**config.mk**
```make
export PLATFORM = sky130hd
export DESIGN_NAME = rstr_regs
export DESIGN_NICKNAME = d
export VERILOG_FILES = /design/src/rstr_pkg.sv /design/src/rstr_regs.sv
export VERILOG_INCLUDE_DIRS = /design/src /design/src/src
export SDC_FILE = /design/constraint.sdc
export NUM_CORES = 1
export LEC_CHECK = 0
export BUFFER_PORTS_ARGS = -buffer_cell sky130_fd_sc_hd__buf_4
export CAP_MARGIN = 20
export CORE_ASPECT_RATIO = 2
export CORE_UTILIZATION = 45
export DETAILED_ROUTE_END_ITERATION = 6
export PLACE_DENSITY = 0.65
export SYNTH_ARGS = -nofsm -noshare
export SYNTH_HDL_FRONTEND = slang
export SYNTH_SLANG_ARGS = --single-unit
```
**constraint.sdc**
```tcl
create_clock -name clk_in -period 2.8 [get_ports clk_in]
set_input_delay 0.56 -clock clk_in [delete_from_list [all_inputs] [get_ports clk_in]]
set_output_delay 0.56 -clock clk_in [all_outputs]
set_load 0.01 [all_outputs]
```
**src/rstr_params.svh**
```systemverilog
// register offsets, field positions, reset values and sizes of the routing switch bank
`ifndef RSTR_PARAMS_SVH
`define RSTR_PARAMS_SVH
`define RSTR_ADDR_W          6
`define RSTR_OFS_SW_LOW      6'h0D
`define RSTR_OFS_SW_HIGH     6'h0E
`define RSTR_OFS_PULL        6'h0F
`define RSTR_OFS_TRIG_CTRL   6'h20
`define RSTR_OFS_MASK1       6'h21
`define RSTR_OFS_MASK2       6'h22
`define RSTR_OFS_MASK3       6'h23
`define RSTR_OFS_MASK4       6'h24
`define RSTR_OFS_IRQ_STAT    6'h30
`define RSTR_OFS_IRQ_MASK    6'h31
`define RSTR_RESET_VAL       8'h00
`define RSTR_SW_HIGH_FULL    8'h4F
`define RSTR_SW_HIGH_MED     8'h41
`define RSTR_PULL_USED       8'h0F
`define RSTR_CTRL_USED       8'h0F
`define RSTR_MASK4_USED      8'hC3
`define RSTR_BIT_HALT        3
`define RSTR_BIT_ACQ_HW      2
`define RSTR_BIT_TPF         1
`define RSTR_BIT_TIE         0
`define RSTR_IRQ_USED        8'h01
`define RSTR_NUM_IO          32
`endif

```
**src/rstr_pkg.sv**
```systemverilog
// types shared by the routing switch bank
package rstr_pkg;
    typedef enum logic [1:0] {
        RSTR_DENS_LOW,
        RSTR_DENS_MEDIUM,
        RSTR_DENS_MEDIUM_PLUS,
        RSTR_DENS_HIGH
    } rstr_density_t;
endpackage

```
**src/rstr_regs.sv**
```systemverilog
// register bank for analog switches, pull resistors and trigger control
// How it works
// - each low switch bit closes its analog switch when one, opens when zero
// - high register: bit 6 switch fourteen, bits 3:1 eleven..nine, bit 0 eight
// - switches nine to eleven exist except on medium density, reserved there
// - pull register: weak down, strong down, weak up, strong up at bits 3..0
// - halt bit stops both timers from trigger until flag clears
// - control bit 2 selects software or hardware acquisition management
// - flag sets when an unmasked sampling pin reaches input-high threshold
// - writing one clears the flag, zero leaves it
// - interrupt request while flag set and its enable is one
// - a mask bit of one blocks trigger events from its I/O
// - fourth mask register implements only bits 7, 6, 1 and 0
// - control and mask registers exist only in low density builds
// - every register resets to zero
`timescale 1ns/1ps
`include "rstr_params.svh"

module rstr_regs #(
    parameter rstr_pkg::rstr_density_t DENSITY = rstr_pkg::RSTR_DENS_LOW
) (
    input  wire logic                     clk_in,
    input  wire logic                     rstn_in,
    input  wire logic [`RSTR_ADDR_W-1:0]  addr_in,
    input  wire logic [7:0]               wdata_in,
    input  wire logic                     wr_in,
    input  wire logic                     rd_in,
    input  wire logic [`RSTR_NUM_IO-1:0]  vih_reached_in,
    output logic      [7:0]               rdata_out,
    output logic      [7:0]               switch_low_out,
    output logic      [7:0]               switch_high_out,
    output logic      [3:0]               pull_en_out,
    output logic                          timer_halt_out,
    output logic                          acquisition_hw_sel_out,
    output logic                          irq_out
);

    ////////////////////////////////////////////////////////////////////////////
    // build options
    localparam logic LOW_DENS = (DENSITY == rstr_pkg::RSTR_DENS_LOW);
    localparam logic [7:0] SW_HIGH_USED = (DENSITY == rstr_pkg::RSTR_DENS_MEDIUM) ?
        `RSTR_SW_HIGH_MED : `RSTR_SW_HIGH_FULL;

    logic [7:0] sw_low_reg;
    logic [7:0] sw_high_reg;
    logic [7:0] pull_reg;
    logic [7:0] ctrl_reg;
    logic [7:0] mask1_reg;
    logic [7:0] mask2_reg;
    logic [7:0] mask3_reg;
    logic [7:0] mask4_reg;
    logic [7:0] irq_stat_reg;
    logic [7:0] irq_mask_reg;
    logic [7:0] rdata_reg;
    logic [`RSTR_NUM_IO-1:0] vih_meta_reg;
    logic [`RSTR_NUM_IO-1:0] vih_sync_reg;
    logic [`RSTR_NUM_IO-1:0] vih_prev_reg;

    ////////////////////////////////////////////////////////////////////////////
    // address decode
    wire sel_sw_low  = (addr_in == `RSTR_OFS_SW_LOW);
    wire sel_sw_high = (addr_in == `RSTR_OFS_SW_HIGH);
    wire sel_pull    = (addr_in == `RSTR_OFS_PULL);
    wire sel_ctrl    = (addr_in == `RSTR_OFS_TRIG_CTRL) && LOW_DENS;
    wire sel_mask1   = (addr_in == `RSTR_OFS_MASK1) && LOW_DENS;
    wire sel_mask2   = (addr_in == `RSTR_OFS_MASK2) && LOW_DENS;
    wire sel_mask3   = (addr_in == `RSTR_OFS_MASK3) && LOW_DENS;
    wire sel_mask4   = (addr_in == `RSTR_OFS_MASK4) && LOW_DENS;
    wire sel_istat   = (addr_in == `RSTR_OFS_IRQ_STAT) && LOW_DENS;
    wire sel_imask   = (addr_in == `RSTR_OFS_IRQ_MASK) && LOW_DENS;

    ////////////////////////////////////////////////////////////////////////////
    // trigger events: per-I/O rising edge of the synchronised threshold input
    wire [`RSTR_NUM_IO-1:0] all_mask = {mask4_reg, mask3_reg, mask2_reg, mask1_reg};
    wire [`RSTR_NUM_IO-1:0] io_rise  = vih_sync_reg & ~vih_prev_reg;
    wire trig_event = |(io_rise & ~all_mask);

    wire wr_ctrl  = wr_in && sel_ctrl;
    wire clr_tpf  = wr_ctrl && wdata_in[`RSTR_BIT_TPF];
    wire tpf_next = trig_event | (ctrl_reg[`RSTR_BIT_TPF] & ~clr_tpf);
    wire [7:0] ctrl_next = {4'h0, wr_ctrl ? wdata_in[`RSTR_BIT_HALT] : ctrl_reg[`RSTR_BIT_HALT],
                            wr_ctrl ? wdata_in[`RSTR_BIT_ACQ_HW] : ctrl_reg[`RSTR_BIT_ACQ_HW],
                            tpf_next,
                            wr_ctrl ? wdata_in[`RSTR_BIT_TIE] : ctrl_reg[`RSTR_BIT_TIE]};

    wire wr_istat = wr_in && sel_istat;
    wire [7:0] irq_stat_next = ({7'h00, trig_event}
        | (irq_stat_reg & ~(wr_istat ? wdata_in : 8'h00))) & `RSTR_IRQ_USED;

    ////////////////////////////////////////////////////////////////////////////
    // read mux
    wire [7:0] rd_mux =
        sel_sw_low  ? sw_low_reg  :
        sel_sw_high ? sw_high_reg :
        sel_pull    ? pull_reg    :
        sel_ctrl    ? ctrl_reg    :
        sel_mask1   ? mask1_reg   :
        sel_mask2   ? mask2_reg   :
        sel_mask3   ? mask3_reg   :
        sel_mask4   ? mask4_reg   :
        sel_istat   ? irq_stat_reg :
        sel_imask   ? irq_mask_reg : 8'h00;

    ////////////////////////////////////////////////////////////////////////////
    // threshold input synchroniser
    always_ff @(posedge clk_in or negedge rstn_in) begin
        if (!rstn_in) begin
            vih_meta_reg <= '0;
            vih_sync_reg <= '0;
            vih_prev_reg <= '0;
        end else begin
            vih_meta_reg <= vih_reached_in;
            vih_sync_reg <= vih_meta_reg;
            vih_prev_reg <= vih_sync_reg;
        end
    end

    ////////////////////////////////////////////////////////////////////////////
    // register writes: next values, then one short process per register
    wire [7:0] sw_low_next   = (wr_in && sel_sw_low) ? wdata_in : sw_low_reg;
    wire [7:0] sw_high_next  = (wr_in && sel_sw_high) ? (wdata_in & SW_HIGH_USED) : sw_high_reg;
    wire [7:0] pull_next     = (wr_in && sel_pull) ? (wdata_in & `RSTR_PULL_USED) : pull_reg;
    wire [7:0] mask1_next    = (wr_in && sel_mask1) ? wdata_in : mask1_reg;
    wire [7:0] mask2_next    = (wr_in && sel_mask2) ? wdata_in : mask2_reg;
    wire [7:0] mask3_next    = (wr_in && sel_mask3) ? wdata_in : mask3_reg;
    wire [7:0] mask4_next    = (wr_in && sel_mask4) ? (wdata_in & `RSTR_MASK4_USED) : mask4_reg;
    wire [7:0] irq_mask_next = (wr_in && sel_imask) ? (wdata_in & `RSTR_IRQ_USED) : irq_mask_reg;

    always_ff @(posedge clk_in or negedge rstn_in) begin
        if (!rstn_in) begin
            sw_low_reg <= `RSTR_RESET_VAL;
        end else begin
            sw_low_reg <= sw_low_next;
        end
    end

    always_ff @(posedge clk_in or negedge rstn_in) begin
        if (!rstn_in) begin
            sw_high_reg <= `RSTR_RESET_VAL;
        end else begin
            sw_high_reg <= sw_high_next;
        end
    end

    always_ff @(posedge clk_in or negedge rstn_in) begin
        if (!rstn_in) begin
            pull_reg <= `RSTR_RESET_VAL;
        end else begin
            pull_reg <= pull_next;
        end
    end

    always_ff @(posedge clk_in or negedge rstn_in) begin
        if (!rstn_in) begin
            ctrl_reg <= `RSTR_RESET_VAL;
        end else if (LOW_DENS) begin
            ctrl_reg <= ctrl_next & `RSTR_CTRL_USED;
        end
    end

    always_ff @(posedge clk_in or negedge rstn_in) begin
        if (!rstn_in) begin
            mask1_reg <= `RSTR_RESET_VAL;
        end else begin
            mask1_reg <= mask1_next;
        end
    end

    always_ff @(posedge clk_in or negedge rstn_in) begin
        if (!rstn_in) begin
            mask2_reg <= `RSTR_RESET_VAL;
        end else begin
            mask2_reg <= mask2_next;
        end
    end

    always_ff @(posedge clk_in or negedge rstn_in) begin
        if (!rstn_in) begin
            mask3_reg <= `RSTR_RESET_VAL;
        end else begin
            mask3_reg <= mask3_next;
        end
    end

    always_ff @(posedge clk_in or negedge rstn_in) begin
        if (!rstn_in) begin
            mask4_reg <= `RSTR_RESET_VAL;
        end else begin
            mask4_reg <= mask4_next;
        end
    end

    always_ff @(posedge clk_in or negedge rstn_in) begin
        if (!rstn_in) begin
            irq_stat_reg <= `RSTR_RESET_VAL;
        end else if (LOW_DENS) begin
            irq_stat_reg <= irq_stat_next;
        end
    end

    always_ff @(posedge clk_in or negedge rstn_in) begin
        if (!rstn_in) begin
            irq_mask_reg <= `RSTR_RESET_VAL;
        end else begin
            irq_mask_reg <= irq_mask_next;
        end
    end

    always_ff @(posedge clk_in or negedge rstn_in) begin
        if (!rstn_in) begin
            rdata_reg <= `RSTR_RESET_VAL;
        end else begin
            rdata_reg <= rd_in ? rd_mux : 8'h00;
        end
    end

    ////////////////////////////////////////////////////////////////////////////
    // outputs
    assign rdata_out              = rdata_reg;
    assign switch_low_out         = sw_low_reg;
    assign switch_high_out        = sw_high_reg;
    assign pull_en_out            = pull_reg[3:0];
    assign timer_halt_out         = ctrl_reg[`RSTR_BIT_HALT] & ctrl_reg[`RSTR_BIT_TPF];
    assign acquisition_hw_sel_out = ctrl_reg[`RSTR_BIT_ACQ_HW];
    assign irq_out = (ctrl_reg[`RSTR_BIT_TPF] & ctrl_reg[`RSTR_BIT_TIE])
                   | |(irq_stat_reg & irq_mask_reg);
endmodule // rstr_regs

```
; After elaboration in Yosys (flattened, before gate mapping)
; Cells that the tools add are included.
[classes]
eq_ne = 10
mux = 12
bitwise = 14
n_reduce_logical = 13
[ops]
columns = cell, count
row1 = 8-bit two-way mux, 9
row2 = 32-bit bitwise AND, 2
row3 = 32-bit inverter, 2
row4 = "6-bit equality test, second input constant", 7
row5 = 32-bit OR reduction, 1
row6 = "6-bit by 4-bit equality test with 1-bit output, second input constant", 3
row7 = 1-bit logical AND, 11
row8 = 8-bit OR reduction, 1
row9 = 1-bit bitwise AND, 5
row10 = 1-bit two-way mux, 3
row11 = 1-bit bitwise OR, 3
row12 = 1-bit inverter, 2
[word_totals]
ff_bits = 155
inputBits = 50

; Depth between registers and ports, before layout
[logic_depth]
word_depth = 12
mapped_depth = 7
depth_no_buf = 5

; Worst setup path before layout
; Ideal clock, no wire load.
[synth_timing]
path_type = input -> register
startpoint = input port addr_in[4]
endpoint = register sw_high_reg[2] (netlist: switch_high_out[2])
arrival_ns = 1.809
t_required_ns = 2.675
slack_ns = 0.866
path_stages = 6
n_path_buf = 2
path_cell_list = buf_2 > nand2b_2 > nor2b_4 > and3_1 > clkbuf_1 > mux2_2
[synth_between]
elab_chain_len = 2
[synth_rtl]
columns = element, line
row1 = from (decl), rstr_regs.sv:24  ; input wire logic [`RSTR_ADDR_W-1:0] addr_in,
row2 = 6-bit by 4-bit equality test with 1-bit output (no line), n/a
row3 = 1-bit logical AND, rstr_regs.sv:121  ; wire [7:0] sw_high_next = (wr_in && sel_sw_high) ? (wdata_in & SW_HIGH_USED) : sw_high_reg;
row4 = to (signal assigned), rstr_regs.sv:139  ; sw_high_reg <= `RSTR_RESET_VAL;
row5 = to (signal assigned), rstr_regs.sv:141  ; sw_high_reg <= sw_high_next;
row6 = to (decl), rstr_regs.sv:45  ; logic [7:0] sw_high_reg;
; Every way passes these cells.
; A chain may end at the register's enable or synchronous reset.

; Final worst setup path
[layout_timing]
startpoint = input port addr_in[1]
endpoint = register sw_high_reg[3] (netlist: switch_high_out[3])
; Same word-level chain as after synthesis.

==> summary.md <==
The run gives 45.9% as the starting utilization of the core area. Yosys printed 0 warnings. The repair_antennas step left the layout with diodes totalling 0. After global routing the overflow that remains totals 0.

For the initial antenna violation count, the log shows 0. The pin count of the biggest net entering global routing was 77; the die outline width was 80.4 um. The top cell type by area accounts for 70.1% of the synthesized area.

Summing every instance area after synthesis gives 5540 um2. At the pin with the least slew margin, the transition time is 561 ps. Among all cell types in the netlist, the one instantiated most often is sky130_fd_sc_hd__dfrtp_1. The synthesized design contains 155 register bits. Dividing the detail-routed via count by the number of cells gives 5.28. For this run, the post-layout net count is 522. The routed layout has 3,336 vias. The run gives 12,800 um2 as the area of the die. The worst setup path is captured at a register.

Synthesis instantiated 44 different standard cells from the library. The path type of the worst min-delay path is primary input to asynchronous set/reset pin. After synthesis, the mean cell area works out to 14.4 um2. The number of H-tree branching levels is 4. The floorplan has 57 rows.

The final RePlAce weighted congestion was 0.856. The setup fix buffers added after clock tree synthesis was 0; the power density over the cells was 752 nW/um2. Measured against its own limit, the worst slew margin works out to 62.5%. The run gives 410 ps as the clock latency reported for the late side of the worst-skew pair.

Clock-pin slew was measured on the worst setup and hold paths at 60 ps. The first detailed-routing pass took 4 iterations. The run gives 0.533 GHz as the highest achievable clock rate. For flop-to-flop paths, the worst setup slack is 1240 ps. The worst setup path is launched from a primary input.

The worst-case IR drop observed on VDD is 0.559 mV. After filler insertion, the fill cell instance count of the layout stands at 1,009. In the routed design, unresolved DRC markers number 0. Along the worst path, the maximum fanout reaches 30.

TritonCTS built the clock tree. Setup total negative slack on the finished layout was measured at 0 ps. The number of endpoints with negative hold slack in the final report was 0; the fraction of synthesis flops using an asynchronous set or reset pin was 100%.

The number of buffer cells added on primary ports is 77. After synthesis, the most frequently instantiated cells are sky130_fd_sc_hd__dfrtp_1 (155), sky130_fd_sc_hd__mux2_2 (45), sky130_fd_sc_hd__nor2_1 (43), sky130_fd_sc_hd__a22oi_1 (21). STA puts the critical path data arrival time at 2170 ps. The synthesized design contains 0 enable-type register cells. For this design, the CTS-stage hold fixing added 0 buffers. The cell leakage power was 3.18 nW; the wire length of the first global-routing pass was 18,500 um. For the final database, setup skew stands at 7.53 ps. Setup violations remaining at the end of the flow were counted as 0. The routed design has 11,500 um of wire. The run gives 924 ps as the post-layout worst setup margin. In the final layout, the share of cells above drive strength 1 is 34.6%.

The setup path with the least slack is of type primary input to register. The final critical path takes up 67.0% of the cycle. 81 I/O pins were placed. The run gives 555 ps as the post-placement worst setup slack. The tools report the maximum buffer depth of the clock tree as 2.

The average routed wire per standard cell was 18.2 um; the number of global-route vias before repair was 3,506. The clock sink total was 155; the total CTS buffers was 17. Post-CTS resize count: 0. Max-cap violations in this run came to 0. Number of pins exceeding their max-slew limit in the final report: 0.

For this run, the leading register cell type out of synthesis is sky130_fd_sc_hd__dfrtp_1. The flow ran to the end, and the final reports show no timing, DRC or antenna violations. The clock tree root driver cell is sky130_fd_sc_hd__clkbuf_16. The run gives 8130 um as the HPWL after detailed placement. Setup repair after global routing left no endpoint under its margin. The violation count after the first detailed-route iteration came out at 146. Synthesis produced a netlist whose cell count is 385.

Relative to the synthesized area, the layout overhead comes to 23.3%. Data on the critical path is required at its endpoint by 3090 ps. Sequential elements use 70.1% of the synthesized area. The cell type with the largest total area after synthesis was sky130_fd_sc_hd__dfrtp_1. The clock period minus worst slack was 1880 ps. The tools report the core area as 12,100 um2.

For the overall track demand over capacity in global routing, the log shows 20.0%. After synthesis, the cell types taking the most area are sky130_fd_sc_hd__dfrtp_1 (70%), sky130_fd_sc_hd__mux2_2 (9.2%), sky130_fd_sc_hd__nor2_1 (2.9%), sky130_fd_sc_hd__a22oi_1 (2.8%), sky130_fd_sc_hd__o21ai_0 (1.4%). Once detail routing completed, the nets flagged for antenna violations numbered 0. The overall die height came out at 159 um.
-- cell usage in the layout, fill, tap and decap left out, types with 4 or more instances in the layout --
master,instances
sky130_fd_sc_hd__nor2_1,43
sky130_fd_sc_hd__clkinv_2,4
sky130_fd_sc_hd__a22oi_1,21
sky130_fd_sc_hd__buf_4,79
sky130_fd_sc_hd__nand2_1,16
sky130_fd_sc_hd__dfrtp_1,155
sky130_fd_sc_hd__nor2b_1,7
sky130_fd_sc_hd__mux2_2,45
sky130_fd_sc_hd__inv_1,4
sky130_fd_sc_hd__a21oi_1,10
sky130_fd_sc_hd__clkbuf_16,17
sky130_fd_sc_hd__mux2i_1,7
sky130_fd_sc_hd__o21ai_0,16
sky130_fd_sc_hd__clkbuf_1,4
-- critical path, cell delays in order --
cell and delay [ps]:
sky130_fd_sc_hd__buf_4 310, sky130_fd_sc_hd__nor2b_1 530, sky130_fd_sc_hd__and3_1 380, sky130_fd_sc_hd__mux2_2 370
-- final timing paths --
check                      cells past startpoint                 end               start
setup / recovery                               4  switch_high_out[3]          addr_in[1]
hold / removal                                 1   switch_low_out[5]             rstn_in
hold reg to reg                                0    vih_sync_reg[22]    vih_meta_reg[22]
max in group asynchronous                      2        mask2_reg[3]             rstn_in
min in group clk_in                            1    vih_meta_reg[16]  vih_reached_in[16]
setup reg to reg                               5     irq_stat_reg[0]        mask3_reg[6]
-- metal layers --
| layer | track usage (%) | vias to the layer above | wire length (um) |
|---|---|---|---|
| li1 | - | 1515 | - |
| met1 | 21.9 | 1677 | 4040 |
| met2 | 35.2 | 116 | 6590 |
| met3 | 4.02 | 28 | 488 |
| met4 | 10.6 | 0 | 414 |
| met5 | 0 | - | 0 |
-- final cells by class --
type,instances,area (um2),share of cell area [%]
Inverter,4,15.0,0.220
Timing Repair Buffer,81,624,9.15
Sequential cell,155,3880,56.8
Clock buffer,21,440,6.45
Tap cell,147,184,2.69
Multi-Input combinational cell,213,1560,22.9
Clock inverter,11,121,1.78
-- logic make-up after synthesis --
kind of cell    Yosys count  share of synthesized area [%]
buf+inv                  19                           1.83
simple gates             98                           9.86
compound gates           58                           6.94
mux                      54                           11.2
flops                   155                           70.1
other cells               1                         0.0677
-- power breakdown --
part           internal [mW]  leakage, nW  total [mW]  switching (mW)
combinational          0.227         1.01       0.440           0.213
clock                   1.31        0.271        2.16           0.851
sequential              2.41         1.90        2.53           0.124
total                   3.95         3.18        5.13            1.19
-- metrics by stage --
stage | hold slack [ps] | instances | power (mW) | util [%] | instance area (um2)
2_1_floorplan | 264 | 387 | 2.75 | - | 5540
3_3_place_gp | 332 | 600 | 3.00 | 52.0 | 6260
3_5_place_dp | 335 | 600 | 3.02 | 52.0 | 6260
4_1_cts | 95.2 | 632 | 5.19 | 56.6 | 6830
5_1_grt | 108 | 632 | 5.35 | 56.6 | 6830
6_report | 84.0 | 632 | 5.13 | 56.6 | 6830
No activity file was read; power rests on OpenSTA's default activity.
